**src/hdl/dps_pkg.sv**
```systemverilog
// shared constants and types for the dma parameter set channel
package dps_pkg;
  // parameter memory geometry
  localparam int DPS_WORDS = 8;
  localparam int DPS_NSETS = 4;
  // word index of each field word within a set
  localparam int DPS_W_OPT  = 0;
  localparam int DPS_W_SRC  = 1;
  localparam int DPS_W_CNT  = 2;
  localparam int DPS_W_DST  = 3;
  localparam int DPS_W_BIDX = 4;
  localparam int DPS_W_LINK = 5;
  localparam int DPS_W_CIDX = 6;
  localparam int DPS_W_FCNT = 7;
  // control and status byte addresses
  localparam logic [31:0] DPS_CTRL_ADDR = 32'h0000_0100;
  localparam logic [31:0] DPS_STAT_ADDR = 32'h0000_0104;
  // field positions
  localparam int DPS_SYNC_BIT  = 0;
  localparam int DPS_GO_BIT    = 0;
  localparam int DPS_CLR_BIT   = 1;
  localparam int DPS_ST_BUSY   = 0;
  localparam int DPS_ST_DONE   = 1;
  localparam int DPS_ST_NULL   = 2;
  localparam int DPS_ST_MISS   = 3;
  localparam int DPS_ST_ERR    = 4;
  // values
  localparam logic [15:0] DPS_NULL_LINK = 16'hffff;
  localparam logic [31:0] DPS_WORD_RST  = 32'h0000_0000;

  typedef enum logic [1:0] {
    DPS_IDLE,
    DPS_ISSUE,
    DPS_LINK
  } dps_state_e;

  // transfer request towards the transfer controller
  typedef struct packed {
    logic        valid;
    logic [31:0] src;
    logic [31:0] dst;
    logic [15:0] bytes;
  } dps_tr_s;
endpackage

```
**src/hdl/dps_channel.sv**
```systemverilog
// dma channel: parameter set memory, apb slave and request sequencer
//
// Local design decisions: the register offsets and the APB register port.
`timescale 1ns/1ps
`default_nettype none

// Behaviour
// - The source start word holds the full 32-bit byte address data is read from.
// - The destination start word holds the full 32-bit byte address data is written to.
// - The low half of the count word is the unsigned byte count of one array, nonzero.
// - The high half of the count word is the unsigned number of arrays per frame, nonzero.
// - The low half of the array step word is a signed source step between arrays.
// - The high half of the array step word is a signed destination step between arrays.
// - In array-synchronized mode the array count reloads from the reload half at frame end.
// - An exhausted set is replaced by the set found at the chain pointer address.
// - A chain pointer of all ones means no set follows and nothing is copied.
// - The low half of the frame step word is a signed source step between frames.
// - The high half of the frame step word is a signed destination step between frames.
// - Every parameter word is read/write and must be programmed before use.
// - With sync option 0 each event moves exactly one array.
// - With sync option 1 each event moves a whole frame of arrays.
// - The frame count is an unsigned 16-bit value in the low half of its own word.
module dps_channel
  import dps_pkg::*;
#(
  parameter int N_SETS = DPS_NSETS
) (
  // clock and reset
  input  wire logic        pclk,
  input  wire logic        presetn,
  // apb slave
  input  wire logic        psel,
  input  wire logic        penable,
  input  wire logic        pwrite,
  input  wire logic [31:0] paddr,
  input  wire logic [31:0] pwdata,
  output logic      [31:0] prdata,
  output logic             pready,
  output logic             pslverr,
  // trigger
  input  wire logic        sync_event,
  // transfer request
  output dps_tr_s          tr,
  input  wire logic        tr_ready
);

  localparam int NW = N_SETS * DPS_WORDS;
  localparam int IW = $clog2(NW);
  typedef struct packed {
    dps_state_e           st;
    logic [NW-1:0][31:0]  mem;
    logic [15:0]          arr_left;
    dps_tr_s              tr;
    logic [31:0]          prdata;
    logic                 pready;
    logic                 pslverr;
    logic                 done;
    logic                 nul;
    logic                 miss;
    logic                 err;
  } dps_q_s;

  dps_q_s      q_reg;
  dps_q_s      q_next;

  logic [31:0] w_src;
  logic [31:0] w_dst;
  logic [15:0] w_first_dim_byte_count;
  logic [15:0] w_array_count;
  logic [15:0] w_sb;
  logic [15:0] w_db;
  logic [15:0] w_link;
  logic [15:0] w_rld;
  logic [15:0] w_sc;
  logic [15:0] w_dc;
  logic [15:0] w_fc;
  logic        sync_ab;
  logic [IW-1:0] lbase;
  logic        lok;
  logic [31:0] lsrc;

  logic        setup;
  logic        acc;
  logic        in_mem;
  logic [IW-1:0] widx;
  logic        go;
  logic        clr;
  logic        ev;
  logic        fend;
  logic [31:0] stat;
  logic        hs;

  // active set is set 0 of the parameter memory
  assign w_src   = q_reg.mem[DPS_W_SRC];
  assign w_dst   = q_reg.mem[DPS_W_DST];
  assign w_first_dim_byte_count  = q_reg.mem[DPS_W_CNT][15:0];
  assign w_array_count  = q_reg.mem[DPS_W_CNT][31:16];
  assign w_sb    = q_reg.mem[DPS_W_BIDX][15:0];
  assign w_db    = q_reg.mem[DPS_W_BIDX][31:16];
  assign w_link  = q_reg.mem[DPS_W_LINK][15:0];
  assign w_rld   = q_reg.mem[DPS_W_LINK][31:16];
  assign w_sc    = q_reg.mem[DPS_W_CIDX][15:0];
  assign w_dc    = q_reg.mem[DPS_W_CIDX][31:16];
  assign w_fc    = q_reg.mem[DPS_W_FCNT][15:0];
  assign sync_ab = q_reg.mem[DPS_W_OPT][DPS_SYNC_BIT];

  // low five pointer bits ignored, set index only
  assign lbase = IW'({w_link[15:5], 3'h0});
  assign lok   = w_link[15:5] < 11'(N_SETS);
  assign lsrc  = q_reg.mem[lbase + IW'(DPS_W_SRC)];
  assign hs = (q_reg.st == DPS_ISSUE) && tr_ready;

  function automatic logic [31:0] sx(input logic [15:0] v);
    return {{16{v[15]}}, v};
  endfunction

  // sign-extended step, wraps modulo 2^32
  function automatic logic [31:0] step(input logic [31:0] a,
                                       input logic [15:0] d);
    return a + sx(d);
  endfunction

  always_comb begin
    q_next  = q_reg;
    setup   = psel && !penable;
    acc     = psel && penable && q_reg.pready && pwrite && !q_reg.pslverr;
    in_mem  = paddr < 32'(NW * 4);
    widx    = paddr[IW+1:2];
    go      = acc && (paddr == DPS_CTRL_ADDR) && pwdata[DPS_GO_BIT];
    clr     = acc && (paddr == DPS_CTRL_ADDR) && pwdata[DPS_CLR_BIT];
    ev      = sync_event || go;
    fend    = 1'b0;
    stat    = '0;
    stat[DPS_ST_BUSY] = q_reg.st != DPS_IDLE;
    stat[DPS_ST_DONE] = q_reg.done;
    stat[DPS_ST_NULL] = q_reg.nul;
    stat[DPS_ST_MISS] = q_reg.miss;
    stat[DPS_ST_ERR]  = q_reg.err;

    // bus: answer in the first access cycle
    q_next.pready  = setup;
    q_next.pslverr = 1'b0;
    if (setup) begin
      q_next.prdata = '0;
      if (in_mem) begin
        q_next.prdata = q_reg.mem[widx];
      end else if (paddr == DPS_STAT_ADDR) begin
        q_next.prdata = stat;
      end else if (paddr != DPS_CTRL_ADDR) begin
        q_next.pslverr = 1'b1;
      end
    end
    if (acc && in_mem) begin
      q_next.mem[widx] = pwdata;
    end
    // clear first so a same-cycle event still sets
    if (clr) begin
      q_next.done = 1'b0;
      q_next.nul  = 1'b0;
      q_next.miss = 1'b0;
      q_next.err  = 1'b0;
    end

    case (q_reg.st)
      DPS_IDLE: begin
        if (ev) begin
          if (w_first_dim_byte_count == 16'h0 || w_array_count == 16'h0 || w_fc == 16'h0) begin
            q_next.err = 1'b1;
          end else begin
            q_next.arr_left = sync_ab ? w_array_count : 16'h1;
            q_next.tr.valid = 1'b1;
            q_next.tr.src   = w_src;
            q_next.tr.dst   = w_dst;
            q_next.tr.bytes = w_first_dim_byte_count;
            q_next.st       = DPS_ISSUE;
          end
        end
      end
      DPS_ISSUE: begin
        if (ev) begin
          q_next.miss = 1'b1;
        end
        if (tr_ready) begin
          q_next.tr.valid = 1'b0;
          q_next.st       = DPS_IDLE;
          if (sync_ab) begin
            // whole frame per event
            if (q_reg.arr_left != 16'h1) begin
              q_next.arr_left = q_reg.arr_left - 16'h1;
              q_next.tr.valid = 1'b1;
              q_next.tr.src   = step(q_reg.tr.src, w_sb);
              q_next.tr.dst   = step(q_reg.tr.dst, w_db);
              q_next.st       = DPS_ISSUE;
            end else begin
              fend = 1'b1;
            end
          end else if (w_array_count != 16'h1) begin
            // one array per event
            q_next.mem[DPS_W_CNT][31:16] = w_array_count - 16'h1;
            q_next.mem[DPS_W_SRC] = step(w_src, w_sb);
            q_next.mem[DPS_W_DST] = step(w_dst, w_db);
          end else begin
            q_next.mem[DPS_W_CNT][31:16] = w_rld;
            fend = 1'b1;
          end
          if (fend) begin
            q_next.mem[DPS_W_FCNT][15:0] = w_fc - 16'h1;
            q_next.mem[DPS_W_SRC] = step(w_src, w_sc);
            q_next.mem[DPS_W_DST] = step(w_dst, w_dc);
            if (w_fc == 16'h1) begin
              q_next.st = DPS_LINK;
            end
          end
        end
      end
      DPS_LINK: begin
        if (ev) begin
          q_next.miss = 1'b1;
        end
        q_next.st   = DPS_IDLE;
        q_next.done = 1'b1;
        if (w_link == DPS_NULL_LINK) begin
          q_next.nul = 1'b1;
        end else if (!lok) begin
          q_next.err = 1'b1;
        end else begin
          for (int i = 0; i < DPS_WORDS; i++) begin
            q_next.mem[i] = q_reg.mem[lbase + IW'(i)];
          end
        end
      end
      default: begin
        q_next.st = DPS_IDLE;
      end
    endcase
  end

  always_ff @(posedge pclk or negedge presetn) begin
    if (!presetn) begin
      q_reg <= '0;
    end else begin
      q_reg <= q_next;
    end
  end

  assign prdata  = q_reg.prdata;
  assign pready  = q_reg.pready;
  assign pslverr = q_reg.pslverr;
  assign tr      = q_reg.tr;
endmodule

`default_nettype wire

```
**config.mk**
```make
export PLATFORM = sky130hd
export DESIGN_NAME = dps_channel
export DESIGN_NICKNAME = d
export VERILOG_FILES = /design/src/hdl/dps_pkg.sv /design/src/hdl/dps_channel.sv
export SDC_FILE = /design/constraint.sdc
export NUM_CORES = 2
export LEC_CHECK = 0
export ABC_AREA = 1
export BUFFER_PORTS_ARGS = -buffer_cell sky130_fd_sc_hd__buf_4
export CAP_MARGIN = 10
export CORE_ASPECT_RATIO = 0.6
export CORE_MARGIN = 4
export CORE_UTILIZATION = 26
export CTS_CLUSTER_SIZE = 12
export DETAILED_ROUTE_END_ITERATION = 8
export HOLD_SLACK_MARGIN = 0.12
export MAX_ROUTING_LAYER = met4
export PLACE_DENSITY = 0.38
export SETUP_SLACK_MARGIN = 0.2
export SLEW_MARGIN = 40
export SYNTH_ARGS = -nofsm -noshare
export SYNTH_HDL_FRONTEND = slang
export SYNTH_SLANG_ARGS = --single-unit
```
**constraint.sdc**
```tcl
create_clock -name pclk -period 3.05 [get_ports pclk]
set_input_delay 0.4575 -clock pclk [delete_from_list [all_inputs] [get_ports pclk]]
set_output_delay 0.4575 -clock pclk [all_outputs]
set_load 0.05 [all_outputs]
```
==> results.md <==
- The root buffer cell chosen for the clock tree is sky130_fd_sc_hd__clkbuf_16.
- The CTS tree is built.
- The final critical path time including I/O delays and setup is slightly below 3 ns.
- The distinct cell type count of the synthesized netlist is just under 60.
- In this run, synthesis produced a sequential element count of 1,161.
- The delay of the slowest cell on the worst path is a little over 0.4 ns.
- STA classifies the critical path endpoint as a register.
- The number of nets in the layout is roughly 12k.
- The largest net degree at the start of global routing is 109.
- Max-cap violations in this run came to 0.
- The core region area is ~0.29 mm².
- The top-level port count is 186.
- The number of antenna-violating nets in the routed design is 0.
- The routed length per placed instance is 30.5 µm.
- Counting the buffers created by CTS gives about 140.
- The die covers 0.299 mm².
- The worst hold slack after final layout is around 0.17 ns.
- Timing would allow up to 343 MHz.
- Setup repair after global routing could not meet its margin everywhere.
- The share of the synthesized area in the top cell type is between 30% and 40%.
- The count of buffers from port buffering is ~190.
- The detailed router finished its first iteration with about 11k violations.
- The number of iterations in the first detailed-routing pass is 8.
- The most numerous cell type found on the critical path is sky130_fd_sc_hd__nand2_1.
- For this run the aggregate overflow at the end of global routing stands at 0.
- The share of synthesized flip-flops with an asynchronous set or reset is 100%.
- The flip-flop count of the largest register after layout is slightly below 1k.
- The final setup skew is 0.0756 ns.
- Yosys printed 0 warnings.
- The clock network latency to the later pin of the worst-skew pair is ~0.84 ns.
- The startpoint identified for the worst register-to-register timing path is q_reg[131]$_DFFE_PN0P_.
- The number of cells produced by synthesis is around 11k.
- The via count of the first global-routing pass is slightly below 80k.
- The placer congestion estimate is 1.00.
- The cell area after technology mapping is roughly 0.075 mm².
- The path class of the tightest hold or removal check is primary input to asynchronous set/reset pin.
- The static leakage is 42.6 nW.
- The post-detailed-placement half-perimeter wirelength is about 350,000 µm.
- The relative slew slack is about 37%.
- The fraction of final layout cells with drive strength greater than 1 is 14.9%.
- The hold violation count in the final report is 0.
- The maximum fanout along the worst path is 14.
- The required time of the worst setup path is 3.71 ns.
- Counting along the longest clock path gives a buffer depth of 4.
- The first global-routing pass estimated 643,000 µm of wire.
- At the pin with the least slew margin, the transition time is 0.944 ns.
- The worst setup path is of the register to register kind.
- The number of enable-type register cells in the synthesized netlist is 0.
- After detailed routing, the number of vias per cell comes to ~5.5.
- From synthesis to final layout, the design area changed by 23.6%.
- The filler cell count in the final layout is about 31k.
- The number of rows in the core area is 152.
- The sequential-to-total area share from yosys stat is between 30% and 40%.
- The worst path uses between 90% and 100% of the clock period.
- The register clock-pin slew on the reported worst setup and hold paths is 0.06 ns.
- The number of antenna violations at the first check in global routing came to 26.
- For this run, design rule violations remaining after detail routing come to 0.
- In the global route stage, overall resource usage came out at between 30% and 40%.
- From bottom edge to top edge, the die measures 425 µm.
- The total power after layout is between 100 and 150 mW.
- Across the whole layout, storage elements account for 0.0291 mm².
- After detailed routing, the total wire length is roughly 470,000 µm.
- For this design, the slowest cell found on the critical path is sky130_fd_sc_hd__dfrtp_1.
- STA classifies the critical path startpoint as a register.
- The cell area power density is 1160 mW/mm².
- The number of max-slew violations in the final report was 0.
- The synthesized design spends more area on one cell type than any other, namely sky130_fd_sc_hd__dfrtp_1.
- The total via count in the routed design is 84.1k.
- The placed instances occupy a cell area of approximately 0.087 mm².
- Setup violations remaining at the end of the flow were counted as 0.
- The overall die width is around 700 µm.
- The run finished with clean final reports.
- Clock tree synthesis found a total of around 1.2k sinks.
- The primary flip-flop cell chosen by synthesis mapping is sky130_fd_sc_hd__dfrtp_1.
- The signal on the critical path passes through nor2_2, nand3_1, nor2_1, nand2_1, nand2_4, nand2_1, nand2_1, buf_6, inv_1, nor2_2, buf_4, nor2_1, nor2_4, a21oi_1.
- The critical path starts at q_reg[131]$_DFFE_PN0P_.
- The post-layout instance area is around 0.093 mm².
- The area used by multi-input combinational logic is 0.0406 mm².
- Across the VDD grid, the largest voltage drop is around 1.3 mV.
- The data arrival at the endpoint of the critical path is between 3 and 4 ns.
- Cells fill roughly 32% of the core in the end.
- The post-synth net total is between 10k and 15k.
- Averaged over all synthesized cells, the footprint is 6.95 µm².
- The H-tree was split into 4 levels.
- In the post-synthesis netlist, the biggest area contributors are sky130_fd_sc_hd__dfrtp_1, sky130_fd_sc_hd__nand2_1, sky130_fd_sc_hd__o21ai_0, sky130_fd_sc_hd__inv_1, sky130_fd_sc_hd__o22ai_1.
- The initial utilization of the core area, before any placement, comes to a little over a quarter.
[critical path: cells and delay by family (launching register included)]
| kind | cells | cell delay [ns] |
|---|---|---|
| compound gates | 1 | 0.10 |
| buf+inv | 3 | 0.63 |
| flops | 1 | 0.41 |
| simple gates | 10 | 1.65 |
[through the flow]
| step | worst slack, ns | std cells | setup TNS (ns) |
|---|---|---|---|
| 6_report | 0.134 | 15296 | 0 |
| 4_1_cts | 0.170 | 15259 | 0 |
| 3_5_place_dp | -0.209 | 14993 | -1.33 |
| 3_3_place_gp | -0.537 | 14993 | -1.57 |
| 2_1_floorplan | 0.679 | 10848 | 0 |
| 5_1_grt | 0.0855 | 15284 | 0 |
[cells by family (layout without fill, tap and decap cells)]
family / count (synthesis) / in the layout / synth area share, %
buffers and inverters: 1670 / 2243 / 9.23
flip-flops: 1161 / 1161 / 38.5
other: 0 / 25 / 0
AND/OR/NAND/NOR: 4620 / 4620 / 25.1
adder cells (fa/ha/maj): 201 / 201 / 3.39
AO/OA/AOI/OAI: 3131 / 3131 / 23.0
XOR/XNOR: 65 / 65 / 0.755
[cells in the mapped netlist, drive strengths merged (21+ instances only)]
master	number
nor2	576
nor3	66
dfrtp	1161
buf	283
nand3b	40
o21ai	1843
o221ai	32
a22oi	50
a21oi	418
nand2	3311
xnor2	24
nand3	428
inv	859
xor2	41
ha	195
o211ai	160
o31ai	33
o22ai	485
clkbuf	524
nand4	149
o21bai	21
[report_power, final]
part           total (mW)  internal (mW)  leakage (nW)  switching, mW
registers            21.0           17.3          15.3           3.68
logic                69.3           22.1          25.0           47.2
clock network        18.1           10.3          2.30           7.77
[routing by layer]
| metal | track usage, % | wire length [µm] |
|---|---|---|
| met5 | - | 0 |
| met4 | 8.54 | 15200 |
| met3 | 7.00 | 44600 |
| met2 | 40.4 | 178000 |
| met1 | 47.0 | 228000 |
[area by class of cell]
class | count | share of cell area (%)
Tap cell | 3850 | 5.17
Antenna cell | 25 | 0.0671
Clock buffer | 206 | 4.50
Sequential cell | 1161 | 31.2
Timing Repair Buffer | 1137 | 11.5
Multi-Input combinational cell | 8017 | 43.5
Inverter | 863 | 3.53
Clock inverter | 37 | 0.513
[worst paths after layout]
path	depth (start not counted)	slack, ns	endpoint
setup / recovery	14	0.13	w_src[28]$_DFF_PN0_
hold / removal	2	0.17	q_reg[1070]$_DFFE_PN0P_
setup reg to reg	14	0.13	w_src[28]$_DFF_PN0_
hold reg to reg	2	0.48	prdata[2]$_DFFE_PN0P_
max in group asynchronous	4	1.63	tr[46]$_DFFE_PN0P_
min in group pclk	5	0.17	w_src[17]$_DFF_PN0_
[timing repair]
action / 4_1_cts / 5_1_grt
hold buffers: 19 / 0
hold endpoints to repair: 531 / 0
resized for setup: 66 / 216
buffers inserted: 3 / 12
pin swaps: 0 / 6
gates cloned: 1 / 0
setup endpoints to repair: 45 / 106
[placed cells by master, fill, tap and decap left out, types with 145 or more instances in the layout]
| cell type | count |
|---|---|
| sky130_fd_sc_hd__a21oi_1 | 385 |
| sky130_fd_sc_hd__buf_12 | 161 |
| sky130_fd_sc_hd__buf_4 | 948 |
| sky130_fd_sc_hd__clkbuf_16 | 145 |
| sky130_fd_sc_hd__dfrtp_1 | 1115 |
| sky130_fd_sc_hd__ha_1 | 159 |
| sky130_fd_sc_hd__inv_1 | 832 |
| sky130_fd_sc_hd__nand2_1 | 3224 |
| sky130_fd_sc_hd__nand3_1 | 386 |
| sky130_fd_sc_hd__nand4_1 | 149 |
| sky130_fd_sc_hd__nor2_1 | 524 |
| sky130_fd_sc_hd__o211ai_1 | 159 |
| sky130_fd_sc_hd__o21ai_0 | 1722 |
| sky130_fd_sc_hd__o22ai_1 | 485 |
No activity file was read; power rests on OpenSTA's default activity.
